`config.mk`:
```
export PLATFORM = sky130hd
export DESIGN_NAME = cedt_core
export DESIGN_NICKNAME = d
export VERILOG_FILES = /design/src/hdl/cedt_pkg.sv /design/src/hdl/cedt_core.sv
export VERILOG_INCLUDE_DIRS = /design/src /design/src/hdl
export SDC_FILE = /design/constraint.sdc
export NUM_CORES = 1
export LEC_CHECK = 0
export ABC_AREA = 1
export BUFFER_PORTS_ARGS = -buffer_cell sky130_fd_sc_hd__buf_2
export CAP_MARGIN = 10
export CORE_MARGIN = 1.5
export CORE_UTILIZATION = 62
export CTS_CLUSTER_SIZE = 14
export DETAILED_ROUTE_END_ITERATION = 8
export PLACE_DENSITY = 0.87
export SKIP_LAST_GASP = 1
export SLEW_MARGIN = 20
export SYNTH_ARGS = -nofsm -noshare
export SYNTH_HDL_FRONTEND = slang
export SYNTH_SLANG_ARGS = --single-unit
```
`constraint.sdc`:
```
create_clock -name pclk -period 7.4 [get_ports pclk]
set_input_delay 0.37 -clock pclk [delete_from_list [all_inputs] [get_ports pclk]]
set_output_delay 0.37 -clock pclk [all_outputs]
set_load 0.01 [all_outputs]
```
`src/hdl/cedt_consts.svh`:
```
// Constants of the CAN error, diagnosis and bit stamp block.
// Assumes an APB slave with byte addresses and 32-bit data words.
`ifndef CEDT_CONSTS_SVH
`define CEDT_CONSTS_SVH

// ----------------------------------------------------------------
// Register byte offsets
// ----------------------------------------------------------------
`define CEDT_OFS_ERR_COUNTS 8'h00
`define CEDT_OFS_DIAG 8'h04
`define CEDT_OFS_STAMP 8'h08
`define CEDT_OFS_CTRL 8'h0C
`define CEDT_OFS_TIMING 8'h10
`define CEDT_OFS_STATUS 8'h14

// ----------------------------------------------------------------
// Field positions
// ----------------------------------------------------------------
`define CEDT_EC_REC_LSB 8
`define CEDT_EC_TEC_LSB 0
`define CEDT_DG_CODE_LSB 0
`define CEDT_DG_INDEX_LSB 4
`define CEDT_DG_TX_BIT 10
`define CEDT_DG_STUFF_BIT 11
`define CEDT_DG_CRC_BIT 12
`define CEDT_DG_SAMPLE_BIT 13
`define CEDT_DG_DRIVE_BIT 14
`define CEDT_CT_ENABLE_BIT 0
`define CEDT_CT_STAMP_CLR_BIT 1
`define CEDT_CT_ERR_IE_BIT 2
`define CEDT_TM_PSC_LSB 0
`define CEDT_TM_SEG1_LSB 6
`define CEDT_TM_SEG2_LSB 10
`define CEDT_ST_ERR_PEND_BIT 0
`define CEDT_ST_BUSY_BIT 1
`define CEDT_ST_OVERRUN_BIT 2

// ----------------------------------------------------------------
// Reset values
// ----------------------------------------------------------------
`define CEDT_RST_DIAG 16'h0000
`define CEDT_RST_STAMP 16'h0000
`define CEDT_RST_TIMING 13'h0000
`define CEDT_RST_CTRL 3'h0

// ----------------------------------------------------------------
// Field offsets of the bit time encoding and cycle budgets
// ----------------------------------------------------------------
`define CEDT_PSC_ADD 2
`define CEDT_SEG1_ADD 1
`define CEDT_SEG2_ADD 1
`define CEDT_SYNC_TQ 1
`define CEDT_CYC_COPY 17
`define CEDT_CYC_UPDATE 3
`define CEDT_CYC_SCHED 2
`define CEDT_GAP_BITS 4
`define CEDT_TX_ERR_STEP 8
`define CEDT_RX_ERR_STEP 1

`endif

```
`src/hdl/cedt_pkg.sv`:
```
// Types of the CAN error, diagnosis and bit stamp block.
// Constants live in cedt_consts.svh.
package cedt_pkg;

	// Internal task sequencer, Gray coded along idle-copy-update-sched
	typedef enum logic [1:0] {
		CEDT_IDLE = 2'b00,
		CEDT_COPY = 2'b01,
		CEDT_UPDATE = 2'b11,
		CEDT_SCHED = 2'b10
	} cedt_task_t;

	// Frame field codes of the diagnosis record
	typedef enum logic [3:0] {
		CEDT_F_ERROR = 4'h0,
		CEDT_F_ERROR_DEL = 4'h1,
		CEDT_F_ERROR_ECHO = 4'h2,
		CEDT_F_BUS_IDLE = 4'h3,
		CEDT_F_ACK = 4'h4,
		CEDT_F_EOF = 4'h5,
		CEDT_F_INTERMISSION = 4'h6,
		CEDT_F_SUSPEND = 4'h7,
		CEDT_F_SOF = 4'h8,
		CEDT_F_ARBITRATION = 4'h9,
		CEDT_F_IDE = 4'hA,
		CEDT_F_EXT_ARB = 4'hB,
		CEDT_F_RESERVED = 4'hC,
		CEDT_F_DLC = 4'hD,
		CEDT_F_DATA = 4'hE,
		CEDT_F_CRC = 4'hF
	} cedt_field_t;

endpackage

```
`src/hdl/cedt_core.sv`:
```
// Error counters, last error diagnosis, bit stamp counter, bit time
// generation and internal task budget of one CAN controller.
// Assumes an APB master on pclk and a protocol engine that reports
// field starts, errors and frame completions as one-cycle pulses.
//
// The register offsets and the APB slave port were chosen for this implementation.
`timescale 1ns/1ps
`include "cedt_consts.svh"

module cedt_core #(
	parameter int BUF_IDX_W = 4
) (
	input wire logic pclk,
	input wire logic presetn,
	input wire logic psel,
	input wire logic penable,
	input wire logic pwrite,
	input wire logic [7:0] paddr,
	input wire logic [31:0] pwdata,
	output logic [31:0] prdata,
	output logic pready,
	output logic pslverr,
	input wire logic bus_rx_pin,
	input wire logic bus_tx_pin,
	output logic core_rx,
	output logic bit_tick,
	output logic module_enable,
	input wire logic field_start,
	input wire logic [3:0] field_code,
	input wire logic [6:0] field_len,
	input wire logic err_evt,
	input wire logic err_stuff,
	input wire logic err_crc,
	input wire logic tx_active,
	input wire logic rx_ok,
	input wire logic tx_ok,
	input wire logic xfer_done,
	input wire logic [BUF_IDX_W-1:0] xfer_buf,
	output logic stamp_we,
	output logic [BUF_IDX_W-1:0] stamp_buf,
	output logic [15:0] stamp_data,
	input wire logic task_start,
	input wire logic task_copy,
	input wire logic [3:0] task_updates,
	input wire logic task_sched,
	output logic task_busy,
	output logic error_irq
);

	// ----------------------------------------------------------------
	// Register bus
	// ----------------------------------------------------------------
	logic wr_acc;
	logic mapped;
	logic [31:0] rd_mux;
	logic [2:0] ctrl_q, ctrl_d;
	logic [12:0] timing_q, timing_d;
	logic [31:0] prdata_q, prdata_d;
	logic [7:0] rec_q, rec_d;
	logic [7:0] tec_q, tec_d;
	logic [15:0] diag_q, diag_d;
	logic [15:0] stamp_q, stamp_d;
	logic pend_q, pend_d;
	logic ovr_q, ovr_d;

	assign wr_acc = psel && penable && pwrite;
	assign pready = 1'b1;
	assign pslverr = psel && penable && !mapped;

	always_comb begin
		mapped = 1'b1;
		rd_mux = 32'h0000_0000;
		case (paddr)
		`CEDT_OFS_ERR_COUNTS: begin
			rd_mux[15:0] = {rec_q, tec_q};
		end
		`CEDT_OFS_DIAG: begin
			rd_mux[15:0] = diag_q;
		end
		`CEDT_OFS_STAMP: begin
			rd_mux[15:0] = stamp_q;
		end
		`CEDT_OFS_CTRL: begin
			rd_mux[2:0] = ctrl_q;
		end
		`CEDT_OFS_TIMING: begin
			rd_mux[12:0] = timing_q;
		end
		`CEDT_OFS_STATUS: begin
			rd_mux[`CEDT_ST_ERR_PEND_BIT] = pend_q;
			rd_mux[`CEDT_ST_BUSY_BIT] = task_busy;
			rd_mux[`CEDT_ST_OVERRUN_BIT] = ovr_q;
		end
		default: begin
			mapped = 1'b0;
		end
		endcase
	end

	// Read data latched in setup so it comes from a flop in access
	always_comb begin
		prdata_d = prdata_q;
		if (psel && !penable && !pwrite) begin
			prdata_d = rd_mux;
		end
		ctrl_d = ctrl_q;
		timing_d = timing_q;
		// Writes to the read-only registers are dropped silently
		if (wr_acc && paddr == `CEDT_OFS_CTRL) begin
			ctrl_d = pwdata[2:0];
		end
		if (wr_acc && paddr == `CEDT_OFS_TIMING) begin
			timing_d = pwdata[12:0];
		end
	end

	// Only presetn clears configuration; disable leaves it intact
	always_ff @(posedge pclk or negedge presetn) begin
		if (!presetn) begin
			prdata_q <= 32'h0000_0000;
			ctrl_q <= `CEDT_RST_CTRL;
			timing_q <= `CEDT_RST_TIMING;
		end else begin
			prdata_q <= prdata_d;
			ctrl_q <= ctrl_d;
			timing_q <= timing_d;
		end
	end

	assign prdata = prdata_q;
	assign module_enable = ctrl_q[`CEDT_CT_ENABLE_BIT];

	// ----------------------------------------------------------------
	// Receive path gate and bit time
	// ----------------------------------------------------------------
	logic rx_q, rx_d;
	logic [6:0] prescaler_ratio;
	logic [4:0] bit_tq;
	logic [6:0] qcnt_q, qcnt_d;
	logic [4:0] tqcnt_q, tqcnt_d;
	logic tick_q, tick_d;

	// Prescaler up to 65, bit up to 25 quanta
	assign prescaler_ratio = 7'(timing_q[5:0]) + 7'(`CEDT_PSC_ADD);
	assign bit_tq = 5'(`CEDT_SYNC_TQ)
		+ (5'(timing_q[9:6]) + 5'(`CEDT_SEG1_ADD))
		+ (5'(timing_q[12:10]) + 5'(`CEDT_SEG2_ADD));

	always_comb begin
		// Recessive seen by the engine while disabled
		rx_d = module_enable ? bus_rx_pin : 1'b1;
		qcnt_d = 7'h00;
		tqcnt_d = 5'h00;
		tick_d = 1'b0;
		if (module_enable) begin
			qcnt_d = qcnt_q + 7'h01;
			tqcnt_d = tqcnt_q;
			if (qcnt_q >= prescaler_ratio - 7'h01) begin
				qcnt_d = 7'h00;
				tqcnt_d = tqcnt_q + 5'h01;
				if (tqcnt_q >= bit_tq - 5'h01) begin
					tqcnt_d = 5'h00;
					tick_d = 1'b1;
				end
			end
		end
	end

	always_ff @(posedge pclk or negedge presetn) begin
		if (!presetn) begin
			rx_q <= 1'b1;
			qcnt_q <= 7'h00;
			tqcnt_q <= 5'h00;
			tick_q <= 1'b0;
		end else begin
			rx_q <= rx_d;
			qcnt_q <= qcnt_d;
			tqcnt_q <= tqcnt_d;
			tick_q <= tick_d;
		end
	end

	assign core_rx = rx_q;
	assign bit_tick = tick_q;

	// ----------------------------------------------------------------
	// Field tracking, error counters and diagnosis
	// ----------------------------------------------------------------
	logic [3:0] fcode_q, fcode_d;
	logic [5:0] bidx_q, bidx_d;
	logic [8:0] tec_sum;

	assign tec_sum = 9'(tec_q) + 9'(`CEDT_TX_ERR_STEP);

	always_comb begin
		fcode_d = fcode_q;
		bidx_d = bidx_q;
		// A new field wins over a bit tick in the same cycle
		if (field_start) begin
			fcode_d = field_code;
			bidx_d = 6'(field_len - 7'h01);
		end else if (tick_q) begin
			bidx_d = bidx_q - 6'h01;
		end
		rec_d = rec_q;
		tec_d = tec_q;
		diag_d = diag_q;
		if (err_evt) begin
			diag_d = 16'h0000;
			diag_d[3:0] = fcode_q;
			diag_d[9:4] = bidx_q;
			diag_d[`CEDT_DG_TX_BIT] = tx_active;
			diag_d[`CEDT_DG_STUFF_BIT] = err_stuff;
			diag_d[`CEDT_DG_CRC_BIT] = err_crc;
			diag_d[`CEDT_DG_SAMPLE_BIT] = rx_q;
			diag_d[`CEDT_DG_DRIVE_BIT] = bus_tx_pin;
			// Counters saturate; bus-off state is the engine's job
			if (tx_active) begin
				tec_d = tec_sum[8] ? 8'hFF : tec_sum[7:0];
			end else if (rec_q != 8'hFF) begin
				rec_d = rec_q + 8'(`CEDT_RX_ERR_STEP);
			end
		end else begin
			if (rx_ok && rec_q != 8'h00) begin
				rec_d = rec_q - 8'h01;
			end
			if (tx_ok && tec_q != 8'h00) begin
				tec_d = tec_q - 8'h01;
			end
		end
	end

	always_ff @(posedge pclk or negedge presetn) begin
		if (!presetn) begin
			fcode_q <= 4'h0;
			bidx_q <= 6'h00;
			rec_q <= 8'h00;
			tec_q <= 8'h00;
			diag_q <= `CEDT_RST_DIAG;
		end else begin
			fcode_q <= fcode_d;
			bidx_q <= bidx_d;
			rec_q <= rec_d;
			tec_q <= tec_d;
			diag_q <= diag_d;
		end
	end

	// ----------------------------------------------------------------
	// Bit stamp counter and capture
	// ----------------------------------------------------------------
	logic swe_q, swe_d;
	logic [BUF_IDX_W-1:0] sbuf_q, sbuf_d;
	logic [15:0] sdat_q, sdat_d;

	always_comb begin
		stamp_d = stamp_q;
		if (tick_q) begin
			stamp_d = stamp_q + 16'h0001;
		end
		if (xfer_done && xfer_buf == '0
			&& ctrl_q[`CEDT_CT_STAMP_CLR_BIT]) begin
			stamp_d = 16'h0000;
		end
		swe_d = xfer_done;
		sbuf_d = xfer_done ? xfer_buf : sbuf_q;
		sdat_d = xfer_done ? stamp_q : sdat_q;
	end

	always_ff @(posedge pclk or negedge presetn) begin
		if (!presetn) begin
			stamp_q <= `CEDT_RST_STAMP;
			swe_q <= 1'b0;
			sbuf_q <= '0;
			sdat_q <= 16'h0000;
		end else begin
			stamp_q <= stamp_d;
			swe_q <= swe_d;
			sbuf_q <= sbuf_d;
			sdat_q <= sdat_d;
		end
	end

	assign stamp_we = swe_q;
	assign stamp_buf = sbuf_q;
	assign stamp_data = sdat_q;

	// ----------------------------------------------------------------
	// Internal task budget and inter-frame gap watch
	// ----------------------------------------------------------------
	cedt_pkg::cedt_task_t st_q, st_d;
	logic [4:0] cyc_q, cyc_d;
	logic [3:0] upd_q, upd_d;
	logic sch_q, sch_d;
	logic [2:0] gap_q, gap_d;

	always_comb begin
		st_d = st_q;
		cyc_d = cyc_q;
		upd_d = upd_q;
		sch_d = sch_q;
		case (st_q)
		cedt_pkg::CEDT_IDLE: begin
			if (task_start) begin
				upd_d = task_updates;
				sch_d = task_sched;
				if (task_copy) begin
					st_d = cedt_pkg::CEDT_COPY;
					cyc_d = 5'(`CEDT_CYC_COPY - 1);
				end else if (task_updates != 4'h0) begin
					st_d = cedt_pkg::CEDT_UPDATE;
					cyc_d = 5'(`CEDT_CYC_UPDATE - 1);
				end else if (task_sched) begin
					st_d = cedt_pkg::CEDT_SCHED;
					cyc_d = 5'(`CEDT_CYC_SCHED - 1);
				end
			end
		end
		cedt_pkg::CEDT_COPY: begin
			cyc_d = cyc_q - 5'h01;
			if (cyc_q == 5'h00) begin
				if (upd_q != 4'h0) begin
					st_d = cedt_pkg::CEDT_UPDATE;
					cyc_d = 5'(`CEDT_CYC_UPDATE - 1);
				end else if (sch_q) begin
					st_d = cedt_pkg::CEDT_SCHED;
					cyc_d = 5'(`CEDT_CYC_SCHED - 1);
				end else begin
					st_d = cedt_pkg::CEDT_IDLE;
				end
			end
		end
		cedt_pkg::CEDT_UPDATE: begin
			cyc_d = cyc_q - 5'h01;
			if (cyc_q == 5'h00) begin
				upd_d = upd_q - 4'h1;
				cyc_d = 5'(`CEDT_CYC_UPDATE - 1);
				if (upd_q == 4'h1) begin
					if (sch_q) begin
						st_d = cedt_pkg::CEDT_SCHED;
						cyc_d = 5'(`CEDT_CYC_SCHED - 1);
					end else begin
						st_d = cedt_pkg::CEDT_IDLE;
					end
				end
			end
		end
		cedt_pkg::CEDT_SCHED: begin
			cyc_d = cyc_q - 5'h01;
			if (cyc_q == 5'h00) begin
				st_d = cedt_pkg::CEDT_IDLE;
				sch_d = 1'b0;
			end
		end
		default: begin
			st_d = cedt_pkg::CEDT_IDLE;
		end
		endcase
	end

	// Gap of four bits from the validation point; busy past it overruns
	always_comb begin
		gap_d = gap_q;
		if (task_start) begin
			gap_d = 3'(`CEDT_GAP_BITS);
		end else if (tick_q && gap_q != 3'h0) begin
			gap_d = gap_q - 3'h1;
		end
		// Hardware set wins over software clear (write 1 to clear)
		ovr_d = ovr_q;
		if (wr_acc && paddr == `CEDT_OFS_STATUS
			&& pwdata[`CEDT_ST_OVERRUN_BIT]) begin
			ovr_d = 1'b0;
		end
		if (tick_q && gap_q == 3'h1 && st_q != cedt_pkg::CEDT_IDLE) begin
			ovr_d = 1'b1;
		end
		pend_d = pend_q;
		if (wr_acc && paddr == `CEDT_OFS_STATUS
			&& pwdata[`CEDT_ST_ERR_PEND_BIT]) begin
			pend_d = 1'b0;
		end
		if (rec_d != rec_q || tec_d != tec_q) begin
			pend_d = 1'b1;
		end
	end

	always_ff @(posedge pclk or negedge presetn) begin
		if (!presetn) begin
			st_q <= cedt_pkg::CEDT_IDLE;
			cyc_q <= 5'h00;
			upd_q <= 4'h0;
			sch_q <= 1'b0;
			gap_q <= 3'h0;
			ovr_q <= 1'b0;
			pend_q <= 1'b0;
		end else begin
			st_q <= st_d;
			cyc_q <= cyc_d;
			upd_q <= upd_d;
			sch_q <= sch_d;
			gap_q <= gap_d;
			ovr_q <= ovr_d;
			pend_q <= pend_d;
		end
	end

	assign task_busy = st_q != cedt_pkg::CEDT_IDLE;
	assign error_irq = pend_q && ctrl_q[`CEDT_CT_ERR_IE_BIT];

endmodule

```
Word level (Yosys, flattened, before mapping)
Index checks and enable logic that the tools add are counted.

cells by class
  add/sub/neg operators = 19
  magnitude comparators = 2
  equal/unequal tests = 20
  mux-type cells = 59
  reductions and logical operators = 44

operators with widths
  kind                                                                    count
  8-bit two-way mux                                                       8
  5-bit two-way mux                                                       11
  10-bit case mux with 4 select lines                                     1
  16-bit two-way mux                                                      2
  2-bit two-way mux                                                       12
  5-bit case mux with 4 select lines                                      1
  1-bit logical AND                                                       18
  3-bit case mux with 6 select lines                                      1
  16-bit by 1-bit adder with 16-bit output (second input constant)        1
  8-bit by 4-bit equality test with 1-bit output (second input constant)  2
  8-bit by 5-bit equality test with 1-bit output (second input constant)  2
  8-bit != test                                                           2
  2-bit nonzero test                                                      8
  8-bit nonzero test                                                      2
  8-bit by 1-bit subtractor with 8-bit output (second input constant)     2
  7-bit two-way mux                                                       2
  6-bit two-way mux                                                       2
  6-bit by 1-bit subtractor with 6-bit output (second input constant)     2
  1-bit two-way mux                                                       11
  2-bit != test (second input constant)                                   5
  5-bit by 1-bit subtractor with 5-bit output (second input constant)     2
  8-bit by 4-bit adder with 9-bit output (second input constant)          1
  3-bit case mux with 3 select lines                                      1
  8-bit by 1-bit adder with 8-bit output (second input constant)          1
  37 further kinds                                                        44

word-level totals
  bits in registers = 141
  bits of input ports = 77
  logic and storage cells = 167

Longest topological paths before layout
  word-level depth = 8
  gate-level depth with buffers = 14
  gate-level depth less buffers = 14

Worst setup path before layout
No wires, ideal clock.

  path type = register -> register
  start = reg timing_q[7]
  end = reg tqcnt_q[2]
  setup time = 0.134 ns
  data arrival time = 2.303 ns
  data required time = 7.266 ns
  slack = 4.964 ns
  cell stages (with the launch flop) = 15
  clock period less this slack = 2.436 ns
  cells stage by stage = dfrtp_1 inv_1 ha_1 inv_1 ha_1 inv_1 fa_1 xor2_1 ha_1 nand4_1 or2_2 nand4_1 inv_1 nand4_1 o21ai_0

between the ends
  cells in the longest elaborated chain, start to end = 8

RTL lines
  item                                         line              RTL
  start: declaration                           cedt_core.sv:57   logic [12:0] timing_q, timing_d;
  start signal: assignment                     cedt_core.sv:122  timing_q <= `CEDT_RST_TIMING;
  start signal: assignment                     cedt_core.sv:126  timing_q <= timing_d;
  4-bit by 1-bit adder with 5-bit output       cedt_core.sv:146  + (5'(timing_q[9:6]) + 5'(`CEDT_SEG1_ADD))
  1-bit by 5-bit adder with 5-bit output       cedt_core.sv:145  assign bit_tq = 5'(`CEDT_SYNC_TQ)
  5-bit by 4-bit adder with 5-bit output       cedt_core.sv:145
  5-bit by 1-bit subtractor with 5-bit output  cedt_core.sv:161  if (tqcnt_q >= bit_tq - 5'h01) begin
  5-bit >= comparator                          cedt_core.sv:161
  5-bit two-way mux                            cedt_core.sv:161
  5-bit two-way mux                            cedt_core.sv:158  if (qcnt_q >= prescaler_ratio - 7'h01) begin
  5-bit two-way mux                            cedt_core.sv:155  if (module_enable) begin
  end signal: assignment                       cedt_core.sv:178  tqcnt_q <= tqcnt_d;
  end: declaration                             cedt_core.sv:140  logic [4:0] tqcnt_q, tqcnt_d;

Every way passes these cells. The select of a mux whose other input is x is not followed.
A chain may end at the register's enable or synchronous reset.

Worst setup path after layout
  start = reg timing_q[7]
  end = reg tqcnt_q[0]

Same word-level chain as after synthesis.

==> metrics.md <==
| Metric | Value |
|---|---|
| Status | `complete, no violations` |
| Core Box Area | `12,800 sq um` |
| Int Power | `1.59 mW` |
| CTS Sinks | `141` |
| Placed Area | `8800 sq um` |
| Compound-Gate Fraction of Synth Area | `0.122` |
| Clock-pin slew on the worst setup and hold paths | `0.06 ns` |
| Power Dens Cells | `256 nW/um^2` |
| Maxcap violations | `0` |
| Sw frac | `0.340` |
| Final Max Slew Viols | `0` |
| Final WL | `20,300 microns` |
| Setup bufs post-CTS | `0` |
| Post-route insts no fill | `1,332` |
| Critical path required time | `7.69 ns` |
| Clock Skew | `0.00745 ns` |
| Simple-gate area share of the yosys netlist | `0.248` |
| CP delay by family, top | `adder cells` |
| Yosys Warn Count | `0` |
| WP data arrival | `2.95 ns` |
| Sw power | `819 uW` |
| Syn Std Cell Area | `8250 sq um` |
| Cell Chain, Critical Path | `inv_1, ha_1, inv_1, ha_1, inv_1, fa_1, xor2_1, ha_1, nand4_1, or2_2, nand4_1, inv_1, nand4_1, o21ai_0` |
| Filler instances | `959` |
| Mean area per synthesized cell | `7.85 sq um` |
| Hold Crit Class | `input port to register` |
| Top Ports | `137` |
| Remaining Overflow, GRT | `0` |
| Period utilization | `0.359` |
| Cells after Synth | `1,051` |
| Area of the multi-input gates | `3950 sq um` |
| Initial antenna violation count | `0` |
| Largest family of logic cells by synthesized area | `simple AND/OR/NAND/NOR gates` |
| Crit Path Class | `register to register` |
| Vias in the first global route | `7,074` |
| Drt pass-1 iters | `8` |
| Synth Register Bits | `141` |
| Sequential share of the synthesized area | `0.428` |
| Register area | `3530 sq um` |
| DRC | `0` |
| Adder-cell share of the synthesized area | `0.0586` |
| Most frequent cells in the layout | `nand2_1, dfrtp_1, inv_1` |
| Nets@finish | `1,263` |
| Effective utilization at floorplan | `0.643` |
| Primary FF master, synth | `dfrtp_1` |
| Min Hold Slack | `0.150 ns` |
| WL/cell | `15.2 microns` |
| EDFF count, synth | `0` |
| Clock share of power | `0.345` |
| Final Hold Vio Count | `0` |
| Largest net degree at the start of global routing | `77` |
| Cell variety after synth | `53` |
| Final setup viols | `0` |
| Root Buffer | `clkbuf_16` |
| Hpwl dp | `14,500 microns` |
| Die W | `118 microns` |
| Least-Margin Pin Slew | `0.856 ns` |
| Port bufs | `99` |
| Crit path max-delay cell type | `fa_1` |
| Post-synthesis async set-or-reset flop share | `1.00` |
| H-tree depth | `4` |
| ANT nets after route | `0` |
| Leading cell type in the layout, fill and taps excluded | `nand2_1` |
| Global-route wire length before repair | `33,600 microns` |
| Slowest stage delay, CP | `0.38 ns` |
| CTS tree | `yes` |
| Critical path fanouts, max | `6` |
| Placed insts | `1,300` |
| CTS Buf Count | `17` |
| Relative slew slack | `0.426` |
| Row count | `41` |
| Vias | `7,386` |
| P_leak | `4.93 nW` |
| Antenna diodes | `0` |
| Combinational power share | `0.249` |
| Initial DRC count | `811` |
| Via/cell ratio | `5.55` |
| CP Buf/Inv Count | `4` |
| Sequential share of power | `0.407` |
| Die Ht | `118 microns` |
| Multiplexer area fraction after synthesis | `0.0121` |
| Area grow syn2layout | `13.8%` |
| CP endpoint kind | `register` |
| Fin crit period | `2.66 ns` |
| Worst vdd ir | `0.174 mV` |
| FMAX | `0.377 GHz` |
| Proportion of layout cells with a drive suffix above 1 | `0.167` |
| Post-synthesis xor/xnor area fraction | `0.0308` |
| Worst-Skew Late Latency | `0.42 ns` |
| Design Area, Final | `9390 sq um` |
| All-layer global routing usage | `0.302` |
| Final Wtd Congestion | `0.921` |
| RSZ-0062 raised after global routing | `no` |
| Critical Path Start Type | `register` |
| Die ar. | `14,000 sq um` |
| Crit-path most repeated cell | `inv_1` |
| Clock buffer depth | `2` |
| Accumulated negative setup slack | `0 ns` |
[final timing paths]
check	start	to	slack [ns]	cells past startpoint
worst min-delay path	field_code[2]	fcode_q[2]	0.15	3
worst min register to register	stamp_data[1]	stamp_data[1]	0.47	2
min in group asynchronous	presetn	tqcnt_q[4]	0.53	2
worst max register to register	timing_q[7]	tqcnt_q[0]	4.74	14
max in group asynchronous	presetn	rec_q[3]	5.57	3
worst max-delay path	timing_q[7]	tqcnt_q[0]	4.74	14
[cells in the mapped netlist, types with 6 or more instances]
master / n / area share
a21oi_1: 37 / 0.022
buf_2: 8 / 0.0049
buf_4: 18 / 0.016
clkbuf_1: 10 / 0.0046
dfrtp_1: 140 / 0.42
ha_1: 37 / 0.056
inv_1: 131 / 0.060
inv_2: 19 / 0.0086
mux2_4: 6 / 0.011
nand2_1: 257 / 0.12
nand2_2: 7 / 0.0053
nand3_1: 49 / 0.030
nand4_1: 20 / 0.015
nor2_1: 74 / 0.034
nor2_2: 10 / 0.0076
nor3_1: 14 / 0.0085
o21ai_0: 88 / 0.053
o21ai_1: 18 / 0.011
o22ai_1: 19 / 0.014
xnor2_1: 6 / 0.0064
xor2_1: 23 / 0.024
[power groups by stage]
stage | Clock [mW] | Sequential, mW | Combinational [mW]
3_3_place_gp | 0 | 0.980 | 0.563
2_1_floorplan | 0 | 0.959 | 0.448
6_report | 0.829 | 0.979 | 0.599
5_1_grt | 0.878 | 0.991 | 0.681
3_5_place_dp | 0 | 0.985 | 0.584
4_1_cts | 0.838 | 0.974 | 0.591
[cell type report]
class	instances	share of cell area
Clock buffer	23	0.0531
Clock inverter	8	0.00866
Inverter	155	0.0626
Multi-Input combinational cell	731	0.421
Sequential cell	141	0.376
Tap cell	172	0.0229
Timing Repair Buffer	102	0.0561
[metrics by stage]
stage / setup WS [ns] / total power [mW] / util
final: 4.74 / 2.41 / 0.732
after global routing: 4.54 / 2.55 / 0.732
after CTS: 4.73 / 2.40 / 0.732
after detailed placement: 4.79 / 1.57 / 0.686
after global placement: 4.75 / 1.54 / 0.686
after floorplan: 4.96 / 1.41 / -
[repair_timing]
item / in CTS / in global routing
hold buffers: 1 / 0
endpoints found under the setup margin: 0 / 0
gates resized for setup: 0 / 0
endpoints found under the hold margin: 14 / 0
[state kept, by name (all words and copies together) (netlist names), 2 cells and up]
signal and cells:
cyc_q 5, stamp_buf 4, fcode_q 4, stamp_data 16
stamp_q 16, tqcnt_q 5, timing_q 13, gap_q 3
qcnt_q 7, bidx_q 6, prdata 16, ctrl_q 3
st_q 2, rec_q 8, tec_q 8, upd_q 4
diag_q 15
[metal layers]
metal,track usage,part of all wire
met1,0.392,0.42
met2,0.491,0.48
met3,0.0579,0.062
met4,0.136,0.035
met5,0,0
[worst min-delay path: stages]
cell and delay [ns]:
buf_2 0.07, nand2_1 0.04, nand2_1 0.05
[logic make-up after synthesis]
group           after synthesis
flops                       141
simple gates                456
compound gates              184
fa+ha+maj                    38
mux                           7
xor+xnor                     29
other cells                   2
buf+inv                     194
(Power assumes the default switching activity.)
